$ cat config.mk
export PLATFORM = sky130hd
export DESIGN_NAME = otg_global_regs
export DESIGN_NICKNAME = d
export VERILOG_FILES = /design/src/design/otg_pkg.sv /design/src/design/otg_global_regs.sv
export VERILOG_INCLUDE_DIRS = /design/src /design/src/design
export SDC_FILE = /design/constraint.sdc
export NUM_CORES = 1
export LEC_CHECK = 0
export ABC_AREA = 1
export BUFFER_PORTS_ARGS = -buffer_cell sky130_fd_sc_hd__buf_4
export CAP_MARGIN = 10
export CELL_PAD_IN_SITES_DETAIL_PLACEMENT = 1
export CELL_PAD_IN_SITES_GLOBAL_PLACEMENT = 2
export CORE_MARGIN = 3
export CORE_UTILIZATION = 27
export DETAILED_ROUTE_END_ITERATION = 7
export MAX_ROUTING_LAYER = met4
export PLACE_DENSITY_LB_ADDON = 0.1
export SYNTH_ARGS = -nofsm -noshare
export SYNTH_HDL_FRONTEND = slang
export SYNTH_SLANG_ARGS = --single-unit
$ cat constraint.sdc
create_clock -name mclk -period 4.35 [get_ports mclk]
set_input_delay 1.305 -clock mclk [delete_from_list [all_inputs] [get_ports mclk]]
set_output_delay 1.305 -clock mclk [all_outputs]
set_load 0.05 [all_outputs]
$ cat src/design/otg_defines.svh
// Offsets, field positions and reset values of the global register bank.
// Assumes inclusion by bare name from package and design files.
`ifndef OTG_DEFINES_SVH
`define OTG_DEFINES_SVH
`define OTG_IDX_GTC1 8'hf0
`define OTG_IDX_GFC 8'hf1
`define OTG_IDX_GTC2 8'hf2
`define OTG_IDX_GCLK 8'hf3
`define OTG_IDX_RSVA 8'hf4
`define OTG_IDX_LSRST 8'hf5
`define OTG_IDX_FSRST 8'hf6
`define OTG_IDX_RSVB 8'hf7
`define OTG_IDX_DEVID 8'hf8
`define OTG_IDX_FISUM 8'hf9
`define OTG_IDX_BISUM 8'hfa
`define OTG_IDX_LISUM 8'hfb
`define OTG_IDX_FIMSK 8'hfc
`define OTG_IDX_BIMSK 8'hfd
`define OTG_IDX_LIMSK 8'hfe
`define OTG_IDX_CAPEN 8'hff
`define OTG_BIT_LOSSSEL 5
`define OTG_BIT_WIREOR 4
`define OTG_BIT_BCAST 2
`define OTG_BIT_CAPTRIG 1
`define OTG_BIT_INTINH 0
`define OTG_GTC1_WMASK 8'h37
`define OTG_RST_REG 8'h00
`endif

$ cat src/design/otg_pkg.sv
// Types shared by the global register bank.
// Assumes otg_defines.svh is on the include path.
package otg_pkg;
  typedef logic [7:0] otg_byte_t;
  typedef logic [7:0] otg_port_mask_t;
endpackage

$ cat src/design/otg_global_regs.sv
// Global control and summary register bank of an eight-port transceiver.
// Assumes APB master on mclk, port units on mclk, summaries from same domain.
`timescale 1ns/1ps
`default_nettype none
`include "otg_defines.svh"
module otg_global_regs
  import otg_pkg::*;
#(
  parameter int NPORTS = 8,
  parameter logic [7:0] DEVICE_ID = 8'h5a // Arbitrary value
) (
  input wire logic mclk,
  input wire logic reset,
  input wire logic psel,
  input wire logic penable,
  input wire logic pwrite,
  input wire logic [31:0] paddr,
  input wire logic [31:0] pwdata,
  input wire logic [3:0] pstrb,
  output logic pready,
  output logic [31:0] prdata,
  output logic pslverr,
  // Port-unit write request from the processor port
  input wire logic portWrReq,
  input wire logic [2:0] portWrSel,
  output logic [NPORTS-1:0] portWrEn,
  // Per-port status sources
  input wire logic [NPORTS-1:0] rxFrameLoss,
  input wire logic [NPORTS-1:0] txClockLoss,
  input wire logic [NPORTS-1:0] framerIrq,
  input wire logic [NPORTS-1:0] testerIrq,
  input wire logic [NPORTS-1:0] lineIrq,
  output logic [NPORTS-1:0] frameOrTxClockLossPin,
  output logic interleaveWireOrSelect,
  output logic [NPORTS-1:0] counterCapture,
  output logic [NPORTS-1:0] lineUnitSoftReset,
  output logic [NPORTS-1:0] framerTesterSoftReset,
  output logic [7:0] clockControl,
  output logic [7:0] framerControl,
  output logic [7:0] transceiverControl2,
  output logic interruptOutput_n
);
  initial begin
    if (NPORTS != 8) $error("otg_global_regs serves exactly eight ports");
  end

  otg_byte_t gtc1_r, gfc_r, gtc2_r, gclk_r, lsrst_r, fsrst_r;
  otg_byte_t fimsk_r, bimsk_r, limsk_r;
  otg_port_mask_t capEn_r;
  otg_port_mask_t capture_r;
  logic trigPrev_r;
  logic [31:0] prdata_r;
  logic pslverr_r;
  logic [NPORTS-1:0] lossPin_r;
  logic intOut_n_r;
  logic [7:0] wIdx;
  logic wrAcc, rdAcc, mapped;
  otg_byte_t wByte;

  assign pready = 1'b1;
  assign wIdx = paddr[9:2];
  assign wByte = pstrb[0] ? pwdata[7:0] : 8'h00;
  assign wrAcc = psel && penable && pwrite && pstrb[0];
  assign rdAcc = psel && penable && !pwrite;

  // Only the global words of the first framer space decode; others answer with an error
  always_comb begin
    if (wIdx >= `OTG_IDX_GTC1 && paddr[31:10] == 22'h000000 && paddr[1:0] == 2'h0) begin
      mapped = 1'b1;
    end else begin
      mapped = 1'b0;
    end
  end

  // Control registers; reserved words read zero and ignore writes
  always_ff @(posedge mclk) begin
    if (reset) begin
      gtc1_r <= `OTG_RST_REG;
      gfc_r <= `OTG_RST_REG;
      gtc2_r <= `OTG_RST_REG;
      gclk_r <= `OTG_RST_REG;
      lsrst_r <= `OTG_RST_REG;
      fsrst_r <= `OTG_RST_REG;
      fimsk_r <= `OTG_RST_REG;
      bimsk_r <= `OTG_RST_REG;
      limsk_r <= `OTG_RST_REG;
      capEn_r <= `OTG_RST_REG;
    end else if (wrAcc && mapped) begin
      if (wIdx == `OTG_IDX_GTC1) begin
        gtc1_r <= wByte & `OTG_GTC1_WMASK;
      end else if (wIdx == `OTG_IDX_GFC) begin
        gfc_r <= wByte;
      end else if (wIdx == `OTG_IDX_GTC2) begin
        gtc2_r <= wByte;
      end else if (wIdx == `OTG_IDX_GCLK) begin
        gclk_r <= wByte;
      end else if (wIdx == `OTG_IDX_LSRST) begin
        lsrst_r <= wByte;
      end else if (wIdx == `OTG_IDX_FSRST) begin
        fsrst_r <= wByte;
      end else if (wIdx == `OTG_IDX_FIMSK) begin
        fimsk_r <= wByte;
      end else if (wIdx == `OTG_IDX_BIMSK) begin
        bimsk_r <= wByte;
      end else if (wIdx == `OTG_IDX_LIMSK) begin
        limsk_r <= wByte;
      end else if (wIdx == `OTG_IDX_CAPEN) begin
        capEn_r <= wByte;
      end
    end
  end

  // Read mux
  always_ff @(posedge mclk) begin
    if (reset) begin
      prdata_r <= 32'h00000000;
    end else if (psel && !penable && !pwrite) begin
      if (!mapped) begin
        prdata_r <= 32'h00000000;
      end else if (wIdx == `OTG_IDX_GTC1) begin
        prdata_r <= {24'h000000, gtc1_r};
      end else if (wIdx == `OTG_IDX_GFC) begin
        prdata_r <= {24'h000000, gfc_r};
      end else if (wIdx == `OTG_IDX_GTC2) begin
        prdata_r <= {24'h000000, gtc2_r};
      end else if (wIdx == `OTG_IDX_GCLK) begin
        prdata_r <= {24'h000000, gclk_r};
      end else if (wIdx == `OTG_IDX_LSRST) begin
        prdata_r <= {24'h000000, lsrst_r};
      end else if (wIdx == `OTG_IDX_FSRST) begin
        prdata_r <= {24'h000000, fsrst_r};
      end else if (wIdx == `OTG_IDX_DEVID) begin
        prdata_r <= {24'h000000, DEVICE_ID};
      end else if (wIdx == `OTG_IDX_FISUM) begin
        prdata_r <= {24'h000000, framerIrq};
      end else if (wIdx == `OTG_IDX_BISUM) begin
        prdata_r <= {24'h000000, testerIrq};
      end else if (wIdx == `OTG_IDX_LISUM) begin
        prdata_r <= {24'h000000, lineIrq};
      end else if (wIdx == `OTG_IDX_FIMSK) begin
        prdata_r <= {24'h000000, fimsk_r};
      end else if (wIdx == `OTG_IDX_BIMSK) begin
        prdata_r <= {24'h000000, bimsk_r};
      end else if (wIdx == `OTG_IDX_LIMSK) begin
        prdata_r <= {24'h000000, limsk_r};
      end else if (wIdx == `OTG_IDX_CAPEN) begin
        prdata_r <= {24'h000000, capEn_r};
      end else begin
        prdata_r <= 32'h00000000;
      end
    end
  end
  assign prdata = prdata_r;

  always_ff @(posedge mclk) begin
    if (reset) begin
      pslverr_r <= 1'b0;
    end else if (psel && !penable) begin
      pslverr_r <= !mapped;
    end
  end
  assign pslverr = pslverr_r && psel && penable;

  // Broadcast fans one port write out to all eight ports alike
  always_comb begin
    portWrEn = '0;
    if (portWrReq) begin
      if (gtc1_r[`OTG_BIT_BCAST]) begin
        portWrEn = '1;
      end else begin
        portWrEn[portWrSel] = 1'b1;
      end
    end
  end

  // Only a fresh rising edge of the stored bit fires a capture
  always_ff @(posedge mclk) begin
    if (reset) begin
      trigPrev_r <= 1'b0;
      capture_r <= '0;
    end else begin
      trigPrev_r <= gtc1_r[`OTG_BIT_CAPTRIG];
      capture_r <= (gtc1_r[`OTG_BIT_CAPTRIG] && !trigPrev_r) ? capEn_r : '0;
    end
  end
  assign counterCapture = capture_r;

  always_ff @(posedge mclk) begin
    if (reset) begin
      lossPin_r <= '0;
    end else begin
      lossPin_r <= gtc1_r[`OTG_BIT_LOSSSEL] ? txClockLoss : rxFrameLoss;
    end
  end
  assign frameOrTxClockLossPin = lossPin_r;

  always_ff @(posedge mclk) begin
    if (reset) begin
      intOut_n_r <= 1'b1;
    end else begin
      intOut_n_r <= gtc1_r[`OTG_BIT_INTINH] ||
        !(|(framerIrq & fimsk_r) || |(testerIrq & bimsk_r) || |(lineIrq & limsk_r));
    end
  end
  assign interruptOutput_n = intOut_n_r;

  assign interleaveWireOrSelect = gtc1_r[`OTG_BIT_WIREOR];
  assign lineUnitSoftReset = lsrst_r;
  assign framerTesterSoftReset = fsrst_r;
  assign clockControl = gclk_r;
  assign framerControl = gfc_r;
  assign transceiverControl2 = gtc2_r;
endmodule
`default_nettype wire

==> impl_metrics.ini, run 1 <==
[grt]
grt_util_all_layers = 0.204
grt_overflow = 0
first_global_vias = 5956
grt_antenna_before_repair = 1
grt_max_degree = 78
global_route_wire_length_before_repair_um = 33200

[clock_network]
path_clk_slew_ns = 0.06
tritoncts = built
insertion_delay_ns = 0.35
cts_root_buffer = clkbuf_16
cts_resized = 0
cts.path.max_buffers = 2
post_cts.repair.setup_buffers = 0
cts_h_tree_lvls = 3
numClockSinks = 104
numCtsBuffers = 9
hold_buf_cts = 0

[placement]
dp_hpwl_um = 17200
place_congestion = 0.884
portBuffers = 164

[pwr]
cellLeakagePower_nw = 2.96
cellPowerDensity_nw_per_um2 = 288
max-vdd-ir-drop_mv = 0.185

[job]
max_cap_viol_count = 0

[sta]
slew_violations = 0
final_hold_viol_count = 0
finalSetupTns_ns = 0
setup-violations-final = 0
fin_crit_ns = 3.31
rsz0062_at_grt = false
timing.clock.skew_ns = 0.00845
achievable-frequency_mhz = 302
timing.slew.headroom = 0.521
timing_worst_slew_pin_value_ns = 0.718
period_share = 0.761

[logic_synthesis]
netlist.area_leader.share = 0.394
synth_top_family_by_area = simple AND/OR/NAND/NOR gates
synth-warning-count = 0
synth_mux_area_frac = 0
synth.ff_latch_count = 104
ys_dominant_reg_cell = dfxtp_1
synth_compound_area_frac = 0.232
synth_enable_flop_cells = 0
seq_area_frac_synth = 0.394
yosysMostFrequentCell = nand2_1
synth_cell_types = 35
postSynthCellCount = 770
synth_simple_gate_area_share = 0.236
asyncSetResetFlopFracSynth = 0
yosys.area_share.adder = 0
xor_xnor_share_of_the_synthesized_area = 0
synth_largest_area_cell = dfxtp_1
synth.area.top_cells = dfxtp_1 (39%), a21oi_1 (11%), o21ai_0 (8.8%)
syn-mean-instance-area_um2 = 6.85
post_synthesis_cell_area_um2 = 5280
synthTopCellsByCount = nand2_1 (122), a21oi_1 (119), inv_1 (105), dfxtp_1 (104), o21ai_0 (93)

[finish]
final_layout_size_suffix_gt1_frac = 0.227
fin_nets = 1041
final_core_utilization = 0.365
synthToLayoutAreaGrowth_pct = 31.2
regArea_um2 = 2080
layout.filler_cells = 2426
multiInputGateArea_um2 = 2560
num_antenna_cells = 0

[route]
drc = 0
route.antenna.remaining_nets = 0
route.met2.wl_um = 10200
highest_layer = met4
wire_length_per_cell_after_detailed_routing_um = 18.3
wl_met3_um = 954
detail_route.wirelength.met1_um = 10200
viasPerCell = 4.78
routed_wl_um = 21700
drt-initial-drc-count = 300
drt-pass1-iter-count = 4
routed_vias = 5687

[worst_setup_path]
slowest_delay_ns = 0.22
critical-path-slowest-cell = buf_4
worst_setup_path_start_kind = primary input
worst-endpoint-required_ns = 3.04
worstSetupEndpointType = output pin
critPathArrivalTime_ns = 2.01
critPathMostFrequentCell = buf_4
cp_cell_sequence = buf_4, inv_1, nand3_1, a21oi_1, buf_4
timing.critical_path.fanout_max = 5
criticalPathCategory = primary input to output pin

[run_status]
run_status = finished, final reports clean

[floorplanning]
num_rows = 50
core_area_um2 = 19000
die_x_um = 146
dieHeight_um = 146
start_util = 0.278
boundary_pin_count = 217
fp.dieArea_um2 = 21300

[worst_hold_path]
min_path_type = flop to flop
[path summary, 6_finish.rpt]
path         slack [ns]    startpoint  cells past startpoint                 to
max                1.04  portWrSel[2]                      5        portWrEn[2]
max reg2reg        2.81    capEn_r[4]                     10          prdata[4]
min reg2reg        0.45    capEn_r[1]                      2  counterCapture[1]
min                0.45    capEn_r[1]                      2  counterCapture[1]
[final cells by class]
cell class                 instances  share of cell area
multi-input combinational        532               0.370
sequential                       104               0.301
timing repair buffer             167               0.181
inverter                         110              0.0596
tap                              260              0.0470
clock buffer                      13              0.0376
clock inverter                     3             0.00361
[placed cells by master (no fill, tap or decap), types with 6 or more instances in the layout]
cell / count
nor4_1: 7
conb_1: 25
dfxtp_1: 104
o21ai_1: 6
inv_1: 105
o21ai_0: 93
nor2_1: 66
nand4_1: 14
clkbuf_16: 9
nand2_1: 122
nor2_2: 7
buf_4: 167
nand3_1: 30
nand2_2: 8
a21oi_1: 119
a221oi_1: 6
[power by group]
group,switching [mW],internal (mW)
combinational,0.170,0.0775
clock,0.367,0.424
sequential,0.00134,0.956
total,0.538,1.46
[state kept, by name (all words and copies together) (netlist names), 5 cells and up]
name	flops
counterCapture	8
frameOrTxClockLossPin	8
lineUnitSoftReset	8
fimsk_r	8
clockControl	8
prdata	8
gtc1_r	5
transceiverControl2	8
framerControl	8
bimsk_r	8
framerTesterSoftReset	8
capEn_r	8
limsk_r	8
[critical path, delay by kind of cell]
family,cells,cell delay [ns]
buf+inv,3,0.45
compound gates,1,0.14
simple gates,1,0.11
[metal layers]
layer,up-vias,track usage
met5,-,-
li1,2791,-
met4,0,0.0527
met2,179,0.332
met1,2690,0.266
met3,27,0.0299
[cells by family after synthesis]
| logic type | after synthesis |
|---|---|
| and+or+nand+nor | 273 |
| AOI/OAI and AO/OA | 234 |
| buffers and inverters | 157 |
| DFF | 104 |
| other | 2 |
[stage by stage]
stage / setup slack, ns / cell area (um2) / power, mW / hold slack, ns / std cells
finish: 1.04 / 6920 / 2.00 / 0.453 / 1189
global route: 0.967 / 6920 / 2.07 / 0.482 / 1189
CTS: 1.03 / 6920 / 2.03 / 0.452 / 1189
detailed placement: 0.866 / 6640 / 1.23 / 0.442 / 1173
global placement: 0.936 / 6640 / 1.22 / 0.442 / 1173
floorplan: 0.813 / 5360 / 1.13 / 0.418 / 793
Note: power is estimated with default switching activity, not from simulation.
==> run 2: changes to the inputs <==
- CORE_UTILIZATION: 27 -> 22
- clock period: 4.35 -> 2.65 ns (I/O delays scaled with it)
==> run 2 against run 1 <==
Effect of this change:
- via count about the same
- clock skew decreased by 0.0018 ns
- register-to-register slack got worse by 1.7 ns
- setup slack got worse by 0.69 ns
- clock power increased by 93%
- die area increased by 22%
- sequential share of layout area decreased by 1.9 points
- critical path type is now primary input to flop
- largest cell class unchanged
==> impl_metrics.ini, run 2 (same netlist as run 1, synthesis figures left out) <==
[route]
viasPerCell = 4.40
drt-initial-drc-count = 279
drc = 0
wire_length_per_cell_after_detailed_routing_um = 17.7
routed_vias = 5684
routed_wl_um = 22900
route.antenna.remaining_nets = 0
drt-pass1-iter-count = 4

[worst_setup_path]
timing.critical_path.fanout_max = 13
critical_path.n_buffers_inverters = 2
cp_cell_sequence = buf_4, nand2_1, nor2_8, buf_4, nand2_2, nand2_1, nor2_1, nor2_1, nand4_1, nand2_1, nand2_1, nand2_1, nand2_1, nand2_1, nand2_1, nand2_1, a21oi_1
critical-path-slowest-cell = nor2_8
worstSetupEndpointType = flop
cell_family_with_the_largest_share_of_critical_path_delay = simple AND/OR/NAND/NOR gates
worst-endpoint-required_ns = 2.90
slowest_delay_ns = 0.24
critPathArrivalTime_ns = 2.56
criticalPathCategory = primary input to flop
critPathMostFrequentCell = nand2_1
worst_setup_path_start_kind = primary input

[grt]
global_route_wire_length_before_repair_um = 34700
grt_overflow = 0
grt_max_degree = 29
grt_antenna_before_repair = 1
grt_util_all_layers = 0.181
first_global_vias = 5892

[clock_network]
cts_root_buffer = clkbuf_16
numCtsBuffers = 9
cts.path.max_buffers = 2
path_clk_slew_ns = 0.07
post_cts.repair.setup_buffers = 0
cts_resized = 0
numClockSinks = 104
insertion_delay_ns = 0.36
hold_buf_cts = 0
cts_h_tree_lvls = 3
tritoncts = built

[finish]
layout.cells.most_common = buf_4
fin_nets = 1085
final_cell_count_no_fill = 1292
most-common-layout-cells = buf_4 (209), nand2_1 (122), a21oi_1 (119), inv_1 (104), dfxtp_1 (104)
final_layout_size_suffix_gt1_frac = 0.264
synthToLayoutAreaGrowth_pct = 40.2
num_antenna_cells = 0

[sta]
timing.clock.skew_ns = 0.00670
period_share = 0.870
final_hold_viol_count = 0
achievable-frequency_mhz = 434
fin_crit_ns = 2.31
timing.slew.headroom = 0.667
timing_worst_slew_pin_value_ns = 0.498
hold_slack_ns = 0.465
rsz0062_at_grt = false
setup-violations-final = 0
slew_violations = 0

[floorplanning]
fp.dieArea_um2 = 25900
core_area_um2 = 23500
die_x_um = 161
num_rows = 56
start_util = 0.224
dieHeight_um = 161
boundary_pin_count = 217

[pwr]
totalPowerFinal_mw = 3.52
cellPowerDensity_nw_per_um2 = 476
cellLeakagePower_nw = 3.21
max-vdd-ir-drop_mv = 0.273

[placement]
portBuffers = 164
dp_hpwl_um = 18200
place_congestion = 0.852
place.detailed.instances = 1276

[worst_hold_path]
min_path_type = flop to flop

[run_status]
run_status = finished, final reports clean

[job]
max_cap_viol_count = 0
## run 2: worst register-to-register path: cells and delay by family, from the launching register on
kind	cells	cell delay (ns)
AO/OA/AOI/OAI	2	0.18
flip-flops	1	0.33
AND/OR/NAND/NOR	8	0.94
## run 2: metrics by stage
| step | setup TNS, ns | worst slack, ns | util | instance area [um2] |
|---|---|---|---|---|
| global route | 0 | 0.134 | 0.314 | 7400 |
| CTS | 0 | 0.341 | 0.314 | 7400 |
| finish | 0 | 0.344 | 0.314 | 7400 |
| detailed placement | -0.162 | -0.0397 | 0.300 | 7070 |
| global placement | -0.0782 | -0.0310 | 0.300 | 7070 |
| floorplan | 0 | 0.133 | - | 5360 |
## run 2: routing by layer
layer	global-route usage	part of all wire	vias to the layer above
met2	0.294	0.47	148
li1	-	-	2885
met4	0.0375	0.0094	0
met1	0.241	0.48	2637
met5	-	0	-
met3	0.0279	0.044	14
## run 2: where the power goes
part	total [mW]	internal [mW]	leakage (nW)	switching (mW)
clock network	1.53	0.883	0.159	0.646
logic	0.422	0.140	2.21	0.283
registers	1.57	1.57	0.840	0.00206
total	3.52	2.59	3.21	0.930
## run 2: final cells by class
cell class / instances / area (um2)
repair buffers: 211 / 1610
flip-flops and latches: 104 / 2080
fillers: 3017 / 16100
multi-input cells: 532 / 2560
inverters: 110 / 413
clock inverters: 4 / 76.3
clock buffers: 12 / 256
well taps: 319 / 399
## run 2: path summary, 6_finish.rpt
path	startpoint	end	slack, ns	cells after the start
max	paddr[8]	prdata[7]	0.34	17
min	capEn_r[6]	counterCapture[6]	0.47	2
max reg2reg	limsk_r[2]	prdata[2]	1.10	10
min reg2reg	capEn_r[6]	counterCapture[6]	0.47	2
==> run 3: changes to the inputs <==
- ABC_CLOCK_PERIOD_IN_PS: unset -> 2650
- CTS_BUF_LIST: unset -> sky130_fd_sc_hd__clkbuf_8 sky130_fd_sc_hd__clkbuf_16
==> run 3 against run 2 <==
Effect of this change:
- worst hold slack is essentially flat
- clock skew did not move
- sequential power about the same
- register-to-register slack about the same
- final cell count unchanged
- largest cell class unchanged
- highest routed layer unchanged
==> impl_metrics.ini, run 3 (same netlist as run 1, synthesis figures left out) <==
[run_status]
run_status = finished, final reports clean

[floorplanning]
num_rows = 56
boundary_pin_count = 217
core_area_um2 = 23500
start_util = 0.224
fp.dieArea_um2 = 25900
die_x_um = 161
dieHeight_um = 161

[clock_network]
numCtsBuffers = 9
cts_resized = 0
path_clk_slew_ns = 0.07
numClockSinks = 104
tritoncts = built
hold_buf_cts = 0
insertion_delay_ns = 0.36
cts_root_buffer = clkbuf_16
post_cts.repair.setup_buffers = 0
cts_h_tree_lvls = 3
cts.path.max_buffers = 2

[sta]
timing.clock.skew_ns = 0.00670
timing_worst_slew_pin_value_ns = 0.498
slew_violations = 0
timing.slew.headroom = 0.667
hold_slack_ns = 0.465
achievable-frequency_mhz = 434
final_hold_viol_count = 0
setup-violations-final = 0
period_share = 0.870
fin_crit_ns = 2.31
rsz0062_at_grt = false

[placement]
dp_hpwl_um = 18200
portBuffers = 164
place_congestion = 0.852
dpl_cell_area_um2 = 7070

[grt]
first_global_vias = 5892
grt_overflow = 0
global_route_wire_length_before_repair_um = 34700
grt_antenna_before_repair = 1
grt_max_degree = 29
grt_util_all_layers = 0.181

[pwr]
totalPowerFinal_mw = 3.52
cellPowerDensity_nw_per_um2 = 475
cellLeakagePower_nw = 3.21
max-vdd-ir-drop_mv = 0.273

[worst_setup_path]
timing.critical_path.fanout_max = 13
critical-path-slowest-cell = nor2_8
cp_cell_sequence = buf_4, nand2_1, nor2_8, buf_4, nand2_2, nand2_1, nor2_1, nor2_1, nand4_1, nand2_1, nand2_1, nand2_1, nand2_1, nand2_1, nand2_1, nand2_1, a21oi_1
worst-endpoint-required_ns = 2.90
critPathMostFrequentCell = nand2_1
slowest_delay_ns = 0.24
critical_path.n_buffers_inverters = 2
criticalPathCategory = primary input to flop
worst_setup_path_start_kind = primary input
critPathArrivalTime_ns = 2.56
worstSetupEndpointType = flop
cell_family_with_the_largest_share_of_critical_path_delay = simple AND/OR/NAND/NOR gates

[route]
route.antenna.remaining_nets = 0
drt-pass1-iter-count = 4
drt-initial-drc-count = 279
viasPerCell = 4.40
routed_vias = 5683
wire_length_per_cell_after_detailed_routing_um = 17.7
drc = 0
routed_wl_um = 22900

[finish]
fin_nets = 1085
most-common-layout-cells = buf_4 (209), nand2_1 (122), a21oi_1 (119), inv_1 (105), dfxtp_1 (104)
multiInputGateArea_um2 = 2560
final_layout_size_suffix_gt1_frac = 0.264
layout.cells.most_common = buf_4
layout.filler_cells = 3017
synthToLayoutAreaGrowth_pct = 40.2
regArea_um2 = 2080
final_cell_area_um2 = 7400
num_antenna_cells = 0

[worst_hold_path]
min_path_type = flop to flop

[job]
max_cap_viol_count = 0
[run 3: changes by cell type in the layout (fill, tap and decap cells not counted)]
cell,delta
clkbuf_1,-1
inv_1,+1
[run 3: per-stage QoR]
| step | setup slack [ns] | instances | util | setup TNS, ns |
|---|---|---|---|---|
| 3_5_place_dp | -0.0397 | 1276 | 0.300 | -0.162 |
| 6_report | 0.345 | 1292 | 0.314 | 0 |
| 2_1_floorplan | 0.133 | 793 | - | 0 |
| 5_1_grt | 0.134 | 1292 | 0.314 | 0 |
| 3_3_place_gp | -0.0310 | 1276 | 0.300 | -0.0782 |
| 4_1_cts | 0.341 | 1292 | 0.314 | 0 |
[run 3: worst paths after layout]
check | slack (ns) | end | startpoint | cells past startpoint
worst max-delay path | 0.34 | prdata[7] | paddr[8] | 17
worst min-delay path | 0.47 | counterCapture[6] | capEn_r[6] | 2
worst min register to register | 0.47 | counterCapture[6] | capEn_r[6] | 2
worst max register to register | 1.10 | prdata[2] | limsk_r[2] | 10
[run 3: layer usage]
layer,vias to the layer above,global-route usage,part of all wire
li1,2884,-,-
met1,2637,0.241,0.48
met2,148,0.294,0.47
met3,14,0.0279,0.044
met4,0,0.0375,0.0094
met5,-,-,0
[run 3: where the power goes]
group          switching, mW  internal (mW)
logic                  0.282          0.140
registers            0.00206           1.57
clock network          0.646          0.879
total                  0.930           2.59
[run 3: final cells by class]
| type | instances | share of cell area |
|---|---|---|
| well taps | 319 | 0.0539 |
| clock buffers | 11 | 0.0342 |
| multi-input cells | 532 | 0.346 |
| inverters | 110 | 0.0558 |
| repair buffers | 211 | 0.217 |
| flip-flops and latches | 104 | 0.281 |
| clock inverters | 5 | 0.0108 |
[run 3: worst register-to-register path, delay by kind of cell (launching register included)]
kind	cells	cell delay, ns
simple gates	8	0.94
flops	1	0.33
compound gates	2	0.18
